$ cat config.mk
export PLATFORM = sky130hd
export DESIGN_NAME = iocd_top
export DESIGN_NICKNAME = d
export VERILOG_FILES = /design/src/common/iocd_pkg.sv /design/src/common/iocd_buf_if.sv /design/src/design/iocd_top.sv /design/src/design/iocd_tick.sv /design/src/design/iocd_rx_buf.sv
export SDC_FILE = /design/constraint.sdc
export NUM_CORES = 1
export LEC_CHECK = 0
export ABC_AREA = 1
export BUFFER_PORTS_ARGS = -buffer_cell sky130_fd_sc_hd__buf_2
export CORE_MARGIN = 2
export CORE_UTILIZATION = 48
export DETAILED_ROUTE_END_ITERATION = 6
export PLACE_DENSITY = 0.69
export SLEW_MARGIN = 20
export SYNTH_ARGS = -nofsm -noshare
export SYNTH_HDL_FRONTEND = slang
export SYNTH_HIERARCHICAL = 1
export SYNTH_SLANG_ARGS = --single-unit
$ cat constraint.sdc
create_clock -name clk_in -period 17 [get_ports clk_in]
set_input_delay 1.7 -clock clk_in [delete_from_list [all_inputs] [get_ports clk_in]]
set_output_delay 1.7 -clock clk_in [all_outputs]
set_load 0.03 [all_outputs]
$ cat src/common/iocd_pkg.sv
package iocd_pkg;
  localparam int NUM_PINS = 13;
  localparam int NUM_GEN_PINS = 10;
  localparam int ADDR_W = 16;
  localparam int TMO_W = 8;
  localparam int PERIOD_W = 16;
  localparam int SLEEP_W = 3;
  localparam int PERIPH_W = 4;
  localparam int SPI_W = 4;
  localparam logic [ADDR_W-1:0] BROADCAST_ADDR = 16'hffff;
  localparam logic [PERIOD_W-1:0] PERIOD_OFF = 16'h0000;
  localparam logic [SLEEP_W-1:0] SLEEP_AWAKE = 3'h0;
  localparam logic [TMO_W-1:0] TMO_HOLD = 8'h00;
  // pin modes
  localparam logic [1:0] MODE_DISABLED = 2'h0;
  localparam logic [1:0] MODE_INPUT = 2'h1;
  localparam logic [1:0] MODE_OUT_LOW = 2'h2;
  localparam logic [1:0] MODE_OUT_HIGH = 2'h3;
  // timing
  localparam int CLK_PERIOD_NS = 50;
  localparam int MS_NS = 1000000;
  localparam int MS_CYCLES = MS_NS / CLK_PERIOD_NS;
  localparam int TIMEOUT_UNIT_MS = 100;
  localparam int MS_CNT_W = 16;
  localparam int UNIT_CNT_W = 7;
  // serial receive buffer
  localparam int RXB_DEPTH = 16;
  localparam int RXB_PTR_W = 4;
  localparam int RXB_CNT_W = 5;
  localparam logic [RXB_CNT_W-1:0] RXB_FLOW_THRESH = 5'h0c;
  // serial transmit and system buffers, in bytes
  localparam int TXB_CNT_W = 10;
  localparam int PKT_LEN_W = 8;
  localparam logic [TXB_CNT_W-1:0] TXB_CAPACITY = 10'h100;
  localparam logic [TXB_CNT_W-1:0] SYS_CAPACITY = 10'h100;

  function automatic logic iocd_is_output(input logic [1:0] mode);
    return (mode == MODE_OUT_LOW) || (mode == MODE_OUT_HIGH);
  endfunction
endpackage

$ cat src/common/iocd_buf_if.sv
`timescale 1ns/100ps
interface iocd_buf_if;
  logic wr_valid;
  logic [7:0] wr_data;
  logic drop;
  logic rd_valid;
  logic rd_ready;
  logic [7:0] rd_data;
  logic cts_n;
  modport store (input wr_valid, input wr_data, input rd_ready,
                 output drop, output rd_valid, output rd_data, output cts_n);
  modport user (output wr_valid, output wr_data, output rd_ready,
                input drop, input rd_valid, input rd_data, input cts_n);
endinterface

$ cat src/design/iocd_top.sv
`timescale 1ns/100ps
// Functional notes
// - masked lines are edge-detected; any change emits a sample at once.
// - changes while asleep never produce a sample.
// - with periodic sampling on, a sample is emitted on wake.
// - period zero disables periodic sampling; otherwise sample every period ms.
// - sample from matching source drives enabled outputs to sender levels.
// - source address gates output updates, and host frames when enable is 0; other samples still handled.
// - source address all ones matches any sender.
// - each passing pin reverts to configured state when its timeout expires.
// - timeout counts in 100 ms units.
// - only ten general and three extra pins take part in passing.
// - passing works in both framed and transparent modes.
// - in framed mode frame goes to host unless enable is 0 and passing hit.
// - non-matching samples always go to the host in framed mode.
// - transparent mode discards samples unless passing; framed mode forwards.
// - nonzero sleep setting means asleep; lines take low-current setup.
// - outputs keep levels in sleep; inputs stay under pull settings.
// - in sleep peripheral pins go low, except clear-to-send; SPI pins high.
// - passed levels hold in sleep; their timeouts pause and resume.
// - serial bytes are buffered; new bytes dropped when buffer is full.
// - clear-to-send deasserts when the receive buffer is nearly full.
// - radio packets dropped whole when transmit and system buffers lack room.
module iocd_top
  import iocd_pkg::*;
#(
  parameter int CYC_PER_MS = MS_CYCLES
) (
  input wire logic clk_in,
  input wire logic rst_n_in,
  input wire logic ce_in,
  input wire logic [SLEEP_W-1:0] sleep_mode_setting_in,
  input wire logic api_mode_in,
  input wire logic [NUM_PINS-1:0] change_detect_mask_in,
  input wire logic [PERIOD_W-1:0] sample_period_ms_in,
  input wire logic [ADDR_W-1:0] input_source_address_in,
  input wire logic sample_output_enable_in,
  input wire logic [NUM_PINS-1:0][1:0] pin_mode_in,
  input wire logic [NUM_PINS-1:0][TMO_W-1:0] pass_timeout_in,
  input wire logic [NUM_PINS-1:0] pull_enable_mask_in,
  input wire logic [NUM_PINS-1:0] pull_direction_mask_in,
  input wire logic [NUM_PINS-1:0] pin_in,
  output logic [NUM_PINS-1:0] pin_out,
  output logic [NUM_PINS-1:0] pin_oe_out,
  output logic [NUM_PINS-1:0] pin_pull_en_out,
  output logic [NUM_PINS-1:0] pin_pull_up_out,
  output logic sample_valid_out,
  output logic [NUM_PINS-1:0] sample_data_out,
  input wire logic rx_sample_valid_in,
  input wire logic [ADDR_W-1:0] rx_sample_src_in,
  input wire logic [NUM_PINS-1:0] rx_sample_mask_in,
  input wire logic [NUM_PINS-1:0] rx_sample_data_in,
  output logic host_frame_valid_out,
  output logic [ADDR_W-1:0] host_frame_src_out,
  output logic [NUM_PINS-1:0] host_frame_mask_out,
  output logic [NUM_PINS-1:0] host_frame_data_out,
  output logic line_pass_hit_out,
  input wire logic ser_rx_valid_in,
  input wire logic [7:0] ser_rx_byte_in,
  output logic ser_rx_drop_out,
  output logic ser_byte_valid_out,
  output logic [7:0] ser_byte_out,
  input wire logic ser_byte_ready_in,
  output logic cts_n_out,
  input wire logic rf_pkt_valid_in,
  input wire logic [PKT_LEN_W-1:0] rf_pkt_len_in,
  output logic rf_pkt_accept_out,
  output logic rf_pkt_drop_out,
  input wire logic ser_tx_byte_sent_in,
  output logic [TXB_CNT_W-1:0] tx_level_out,
  input wire logic [PERIPH_W-1:0] periph_func_in,
  output logic [PERIPH_W-1:0] periph_out,
  input wire logic [SPI_W-1:0] spi_func_in,
  output logic [SPI_W-1:0] spi_out,
  output logic asleep_out
);
  ////////////////////////////////////////////////////////////////////////////
  logic rst_meta_r;
  logic rst_sync_r;
  logic asleep;
  logic asleep_r;
  logic wake;
  logic ms_tick;
  logic [NUM_PINS-1:0][UNIT_CNT_W-1:0] unit_ms_r;
  logic [NUM_PINS-1:0] pin_prev_r;
  logic [NUM_PINS-1:0] changed;
  logic [PERIOD_W-1:0] ms_cnt_r;
  logic period_hit;
  logic wake_hit;
  logic sample_fire;
  logic src_match;
  logic pass_hit;
  logic [NUM_PINS-1:0] pass_load;
  logic [NUM_PINS-1:0] pass_active_r;
  logic [NUM_PINS-1:0] pass_level_r;
  logic [NUM_PINS-1:0][TMO_W-1:0] tmo_cnt_r;
  logic forward;
  logic [TXB_CNT_W-1:0] tx_level_r;
  logic [TXB_CNT_W-1:0] tx_free;
  logic tx_fits;
  logic tx_dec;

  iocd_buf_if rxb ();

  ////////////////////////////////////////////////////////////////////////////
  // reset release
  always_ff @(posedge clk_in or negedge rst_n_in) begin
    if (!rst_n_in) begin
      rst_meta_r <= 1'b0;
      rst_sync_r <= 1'b0;
    end else begin
      rst_meta_r <= 1'b1;
      rst_sync_r <= rst_meta_r;
    end
  end

  ////////////////////////////////////////////////////////////////////////////
  // sleep state
  assign asleep = (sleep_mode_setting_in != SLEEP_AWAKE);
  assign wake = asleep_r && !asleep;
  assign asleep_out = asleep_r;

  always_ff @(posedge clk_in or negedge rst_sync_r) begin
    if (!rst_sync_r) begin
      asleep_r <= 1'b0;
    end else if (ce_in) begin
      asleep_r <= asleep;
    end
  end

  iocd_tick #(
    .CYC_PER_MS(CYC_PER_MS)
  ) u_tick (
    .clk_in(clk_in),
    .rst_n_in(rst_sync_r),
    .ce_in(ce_in),
    .run_in(!asleep),
    .ms_tick_out(ms_tick),
    .unit_tick_out()
  );

  ////////////////////////////////////////////////////////////////////////////
  // sample generation
  // prev copy tracks in sleep, so a sleep edge
  // never fires after wake
  assign changed = (pin_in ^ pin_prev_r) & change_detect_mask_in;
  assign period_hit = ms_tick && (sample_period_ms_in != PERIOD_OFF)
                      && (ms_cnt_r + 1'b1 >= sample_period_ms_in);
  assign wake_hit = wake && (sample_period_ms_in != PERIOD_OFF);
  assign sample_fire = !asleep && ((|changed) || period_hit || wake_hit);

  always_ff @(posedge clk_in or negedge rst_sync_r) begin
    if (!rst_sync_r) begin
      pin_prev_r <= '0;
    end else if (ce_in) begin
      pin_prev_r <= pin_in;
    end
  end

  always_ff @(posedge clk_in or negedge rst_sync_r) begin
    if (!rst_sync_r) begin
      ms_cnt_r <= '0;
    end else if (ce_in) begin
      if (wake || sample_period_ms_in == PERIOD_OFF) begin
        ms_cnt_r <= '0;
      end else if (ms_tick) begin
        ms_cnt_r <= period_hit ? '0 : ms_cnt_r + 1'b1;
      end
    end
  end

  always_ff @(posedge clk_in or negedge rst_sync_r) begin
    if (!rst_sync_r) begin
      sample_valid_out <= 1'b0;
      sample_data_out <= '0;
    end else if (ce_in) begin
      sample_valid_out <= sample_fire;
      if (sample_fire) begin
        sample_data_out <= pin_in;
      end
    end
  end

  ////////////////////////////////////////////////////////////////////////////
  // line passing
  assign src_match = (input_source_address_in == BROADCAST_ADDR)
                     || (rx_sample_src_in == input_source_address_in);
  assign pass_hit = rx_sample_valid_in && src_match;

  // only output-mode pins are passed
  always_comb begin
    for (int i = 0; i < NUM_PINS; i++) begin
      pass_load[i] = pass_hit && rx_sample_mask_in[i]
                     && iocd_is_output(pin_mode_in[i]);
    end
  end

  always_ff @(posedge clk_in or negedge rst_sync_r) begin
    if (!rst_sync_r) begin
      pass_active_r <= '0;
      pass_level_r <= '0;
      tmo_cnt_r <= '0;
      unit_ms_r <= '0;
    end else if (ce_in) begin
      for (int i = 0; i < NUM_PINS; i++) begin
        if (pass_load[i]) begin
          pass_active_r[i] <= 1'b1;
          pass_level_r[i] <= rx_sample_data_in[i];
          tmo_cnt_r[i] <= pass_timeout_in[i];
          unit_ms_r[i] <= '0;
        end else if (!iocd_is_output(pin_mode_in[i])) begin
          pass_active_r[i] <= 1'b0;
        end else if (ms_tick && pass_active_r[i]
                     && tmo_cnt_r[i] != TMO_HOLD) begin
          // own ms count from load, so no unit is cut short; ms_tick stops asleep
          if (unit_ms_r[i] != UNIT_CNT_W'(TIMEOUT_UNIT_MS - 1)) begin
            unit_ms_r[i] <= unit_ms_r[i] + 1'b1;
          end else begin
            unit_ms_r[i] <= '0;
            tmo_cnt_r[i] <= tmo_cnt_r[i] - 1'b1;
            if (tmo_cnt_r[i] == TMO_W'(1)) begin
              pass_active_r[i] <= 1'b0;
            end
          end
        end
      end
    end
  end

  always_ff @(posedge clk_in or negedge rst_sync_r) begin
    if (!rst_sync_r) begin
      line_pass_hit_out <= 1'b0;
    end else if (ce_in) begin
      line_pass_hit_out <= pass_hit;
    end
  end

  ////////////////////////////////////////////////////////////////////////////
  // host forwarding
  // non-matching samples are still taken in and, in framed mode only, forwarded
  assign forward = rx_sample_valid_in && api_mode_in
                   && !(src_match && !sample_output_enable_in);

  always_ff @(posedge clk_in or negedge rst_sync_r) begin
    if (!rst_sync_r) begin
      host_frame_valid_out <= 1'b0;
      host_frame_src_out <= '0;
      host_frame_mask_out <= '0;
      host_frame_data_out <= '0;
    end else if (ce_in) begin
      host_frame_valid_out <= forward;
      if (forward) begin
        host_frame_src_out <= rx_sample_src_in;
        host_frame_mask_out <= rx_sample_mask_in;
        host_frame_data_out <= rx_sample_data_in;
      end
    end
  end

  ////////////////////////////////////////////////////////////////////////////
  // pin drive, including sleep behaviour
  always_ff @(posedge clk_in or negedge rst_sync_r) begin
    if (!rst_sync_r) begin
      pin_out <= '0;
      pin_oe_out <= '0;
      pin_pull_en_out <= '0;
      pin_pull_up_out <= '0;
    end else if (ce_in) begin
      for (int i = 0; i < NUM_PINS; i++) begin
        pin_oe_out[i] <= iocd_is_output(pin_mode_in[i]);
        pin_out[i] <= pass_active_r[i] ? pass_level_r[i]
                      : (pin_mode_in[i] == MODE_OUT_HIGH);
        pin_pull_en_out[i] <= pull_enable_mask_in[i]
                              && !iocd_is_output(pin_mode_in[i]);
        pin_pull_up_out[i] <= pull_direction_mask_in[i];
      end
    end
  end

  // parked levels cut sleep leakage
  always_ff @(posedge clk_in or negedge rst_sync_r) begin
    if (!rst_sync_r) begin
      periph_out <= '0;
      spi_out <= '1;
    end else if (ce_in) begin
      periph_out <= asleep ? '0 : periph_func_in;
      spi_out <= asleep ? '1 : spi_func_in;
    end
  end

  ////////////////////////////////////////////////////////////////////////////
  // serial receive buffer; clear-to-send is not parked in sleep
  assign rxb.wr_valid = ser_rx_valid_in;
  assign rxb.wr_data = ser_rx_byte_in;
  assign rxb.rd_ready = ser_byte_ready_in;
  assign ser_rx_drop_out = rxb.drop;
  assign ser_byte_valid_out = rxb.rd_valid;
  assign ser_byte_out = rxb.rd_data;
  assign cts_n_out = rxb.cts_n;

  iocd_rx_buf u_rx_buf (
    .clk_in(clk_in),
    .rst_n_in(rst_sync_r),
    .ce_in(ce_in),
    .bus(rxb.store)
  );

  ////////////////////////////////////////////////////////////////////////////
  // serial transmit space accounting
  // only occupancy is kept; the payload path lies outside this block
  assign tx_free = TXB_CAPACITY + SYS_CAPACITY - tx_level_r;
  assign tx_fits = (TXB_CNT_W'(rf_pkt_len_in) <= tx_free);
  assign tx_dec = ser_tx_byte_sent_in && (tx_level_r != '0);
  assign tx_level_out = tx_level_r;

  always_ff @(posedge clk_in or negedge rst_sync_r) begin
    if (!rst_sync_r) begin
      tx_level_r <= '0;
      rf_pkt_accept_out <= 1'b0;
      rf_pkt_drop_out <= 1'b0;
    end else if (ce_in) begin
      rf_pkt_accept_out <= rf_pkt_valid_in && tx_fits;
      rf_pkt_drop_out <= rf_pkt_valid_in && !tx_fits;
      tx_level_r <= tx_level_r
                    + ((rf_pkt_valid_in && tx_fits) ? TXB_CNT_W'(rf_pkt_len_in) : '0)
                    - TXB_CNT_W'(tx_dec);
    end
  end
endmodule

$ cat src/design/iocd_tick.sv
`timescale 1ns/100ps
module iocd_tick
  import iocd_pkg::*;
#(
  parameter int CYC_PER_MS = MS_CYCLES
) (
  input wire logic clk_in,
  input wire logic rst_n_in,
  input wire logic ce_in,
  input wire logic run_in,
  output logic ms_tick_out,
  output logic unit_tick_out
);
  logic [MS_CNT_W-1:0] cyc_r;
  logic [UNIT_CNT_W-1:0] ms_r;

  assign ms_tick_out = run_in && (cyc_r == MS_CNT_W'(CYC_PER_MS - 1));
  assign unit_tick_out = ms_tick_out && (ms_r == UNIT_CNT_W'(TIMEOUT_UNIT_MS - 1));

  // frozen while asleep so timeouts resume where they stopped
  always_ff @(posedge clk_in or negedge rst_n_in) begin
    if (!rst_n_in) begin
      cyc_r <= '0;
      ms_r <= '0;
    end else if (ce_in && run_in) begin
      cyc_r <= ms_tick_out ? '0 : cyc_r + 1'b1;
      if (ms_tick_out) begin
        ms_r <= unit_tick_out ? '0 : ms_r + 1'b1;
      end
    end
  end
endmodule

$ cat src/design/iocd_rx_buf.sv
`timescale 1ns/100ps
module iocd_rx_buf
  import iocd_pkg::*;
(
  input wire logic clk_in,
  input wire logic rst_n_in,
  input wire logic ce_in,
  iocd_buf_if.store bus
);
  logic [7:0] mem_r [RXB_DEPTH];
  logic [RXB_PTR_W-1:0] wr_ptr_r;
  logic [RXB_PTR_W-1:0] rd_ptr_r;
  logic [RXB_CNT_W-1:0] cnt_r;
  logic full;
  logic do_wr;
  logic do_rd;
  logic cts_n_r;

  assign full = (cnt_r == RXB_CNT_W'(RXB_DEPTH));
  assign do_wr = bus.wr_valid && !full;
  assign do_rd = bus.rd_ready && (cnt_r != '0);
  assign bus.rd_valid = (cnt_r != '0);
  assign bus.rd_data = mem_r[rd_ptr_r];
  assign bus.drop = bus.wr_valid && full;
  assign bus.cts_n = cts_n_r;

  always_ff @(posedge clk_in) begin
    if (ce_in && do_wr) begin
      mem_r[wr_ptr_r] <= bus.wr_data;
    end
  end

  always_ff @(posedge clk_in or negedge rst_n_in) begin
    if (!rst_n_in) begin
      wr_ptr_r <= '0;
      rd_ptr_r <= '0;
      cnt_r <= '0;
    end else if (ce_in) begin
      if (do_wr) wr_ptr_r <= wr_ptr_r + 1'b1;
      if (do_rd) rd_ptr_r <= rd_ptr_r + 1'b1;
      cnt_r <= cnt_r + RXB_CNT_W'(do_wr) - RXB_CNT_W'(do_rd);
    end
  end

  // hysteresis stops chatter at the threshold
  always_ff @(posedge clk_in or negedge rst_n_in) begin
    if (!rst_n_in) begin
      cts_n_r <= 1'b0;
    end else if (ce_in) begin
      if (cnt_r > RXB_FLOW_THRESH) cts_n_r <= 1'b1;
      else if (cnt_r < RXB_FLOW_THRESH) cts_n_r <= 1'b0;
    end
  end
endmodule

==> flow_summary_export.csv <==
group,metric,value,unit
floorplanning,start_util,0.486,
clock_network,clk_latency,640,ps
sta,final.min_clock_period,5290,ps
status,status,"finished, violations left",
place,place_area,33600,um2
clock_network,cts_resized,0,
setup_path,end_kind,"output port",
detailed_routing,post-route-drc-count,1,
sta,slew_viol_final,0,
setup_path,path_class,"reg -> out",
finish,drive_gt1_frac,0.155,
status,violations,"design-rule violations",
place,dp_hpwl,58900,um
setup_path,critical_path_required,15300,ps
floorplanning,core_area,63200,um2
power_and_ir_drop,pwr_density_cell,111,nW/um2
detailed_routing,antenna_left,0,
clock_network,cts_tree,"yes",
clock_network,clockRootBuffer,"clkbuf_16",
sta,rsz0062_at_grt,"no",
finish,syn_to_final_growth,16.0,%
synthesis,syn-num-nets,4363,
floorplanning,rows,92,
sta,setup_viol,0,
place,numPortBuffers,434,
detailed_routing,dr.pass1.iters,7,
power_and_ir_drop,worst_ir_drop_vdd,0.0927,mV
synthesis,synth.avg_cell_area,7.76,um2
detailed_routing,via_count,26600,
grt,grtUsageTotal,0.246,
setup_path,setup.worst_path.start_class,"flop",
detailed_routing,drt_wl_total,81400,um
sta,worst_slack,11710,ps
flow_run,cap_violations,0,
clock_network,cts_num_sinks,541,
clock_network,cts_hold_buf,0,
sta,final.period_utilization,0.311,
power_and_ir_drop,p_leak,18.8,nW
setup_path,cp.arrival,3590,ps
grt,grt_pass1_wl,132000,um
finish,design_area,35600,um2
sta,tightest_slew,1020,ps
place,dp_slack,11940,ps
floorplanning,die_h,257,um
finish,multiInputGateArea,14000,um2
detailed_routing,first_iter_violations,1970,
worst_hold_path,hp-class,"reg -> async",
floorplanning,pin_count,435,
synthesis,synthCells,3958,
clock_network,clk_pin_slew,60,ps
place,globalplace.congestion,0.948,
clock_network,cts_buffers,61,
power_and_ir_drop,power,3.95,mW
sta,skew,26.4,ps
setup_path,worstPathMaxFanout,67,
sta,slew_headroom,0.320,
finish,fill_cells,5918,
sta,holdWs,330,ps
synthesis,yosys_warnings,6,
sta,hold_viol_final,0,
setup_path,r2r_cells,27,
clock_network,clock_path_buffers,3,
clock_network,cts_max_level,2,
grt,antenna_found_initial,11,
finish,nets,4775,
finish,ff_latch_area,14200,um2
clock_network,post_cts_buffers,0,
synthesis,netlist_area,30700,um2
detailed_routing,vias_per_cell,5.04,
grt,grt_overflow,0,
grt,grt_max_degree,86,
floorplanning,die-area,66000,um2
sta,fmax,189,MHz
floorplanning,die_width,257,um
detailed_routing,routedWlPerCell,15.4,um
sta,setup_tns,0,ps
grt,grt_pass1_vias,25600,
## stage by stage
stage / utilization / cells
after floorplan: - / 3958
final: 0.564 / 5271
after global placement: 0.531 / 5153
after CTS: 0.563 / 5266
after global routing: 0.563 / 5267
after detailed placement: 0.531 / 5153
## layer usage
layer	up-vias	wire length, um	GRT usage
met5	-	69	0
met4	10	1590	0.0575
met3	108	5870	0.0515
met2	761	37900	0.409
met1	12300	36000	0.330
li1	13400	-	-
## path summary, 6_finish.rpt
check / slack, ps / start / to
setup reg to reg: 12700 / tx_level_out[2] / tx_level_out[6]
min in group clk_in: 360 / rst_meta_r / rst_sync_r
setup / recovery: 11710 / u_rx_buf/rd_ptr_r[0] / ser_byte_out[1]
hold reg to reg: 330 / rst_sync_r / tmo_cnt_r[9]
max in group asynchronous: 13840 / rst_sync_r / sample_data_out[0]
hold / removal: 330 / rst_sync_r / tmo_cnt_r[9]
## flip-flops by register name, indices dropped and copies added, names as in the netlist, 5 cells and up
signal and cells:
u_rx_buf/mem_r 128, ms_cnt_r 16, u_rx_buf/cnt_r 5, pass_level_r 13
host_frame_mask_out 13, host_frame_data_out 13, pass_active_r 13, tx_level_out 10
u_tick/cyc_r 16, pin_out 13, pin_pull_en_out 13, sample_data_out 13
pin_prev_r 13, unit_ms_r 91, host_frame_src_out 16, pin_oe_out 13
tmo_cnt_r 104, pin_pull_up_out 13
## cell type report
class,instances,share of cell area
diodes,5,0.000351
clock buffers,78,0.0472
clock inverters,35,0.0100
inverters,528,0.0560
multi-input cells,2787,0.394
flip-flops and latches,541,0.398
well taps,846,0.0297
repair buffers,451,0.0646
## where the power goes
part,total [mW],leakage (nW),internal (mW),switching (mW)
Combinational,1.09,11.4,0.350,0.743
Clock,1.34,1.00,0.786,0.550
Sequential,1.52,6.43,1.44,0.0873
## layout by cell type (no fill, tap or decap), drive strengths merged, types with 2 or more instances in the layout
cell / instances
nand2: 1426
inv: 521
buf: 451
dfrtp: 409
nand3: 291
nor2: 272
o21ai: 219
edfxtp: 128
ha: 110
xor2: 80
clkbuf: 78
nand4: 75
nor3: 72
a21oi: 71
xnor2: 54
clkinv: 32
or2: 27
nand3b: 20
o22ai: 13
and3: 10
a22o: 10
nor3b: 7
nor4: 6
bufinv: 6
diode: 5
a31oi: 4
o22a: 4
clkinvlp: 4
dfstp: 4
a21boi: 2
o211ai: 2
fa: 2
## worst max-delay path: stages, from the launching register on
cell      delay, ps
dfrtp_2         340
buf_4           580
clkinv_2       1000
nand2_1         260
nand2_1          80
nand2_1          80
nand3_1         140
nand3_1         170
nand2_1          70
buf_2           170
Note: power is estimated with default switching activity, not from simulation.
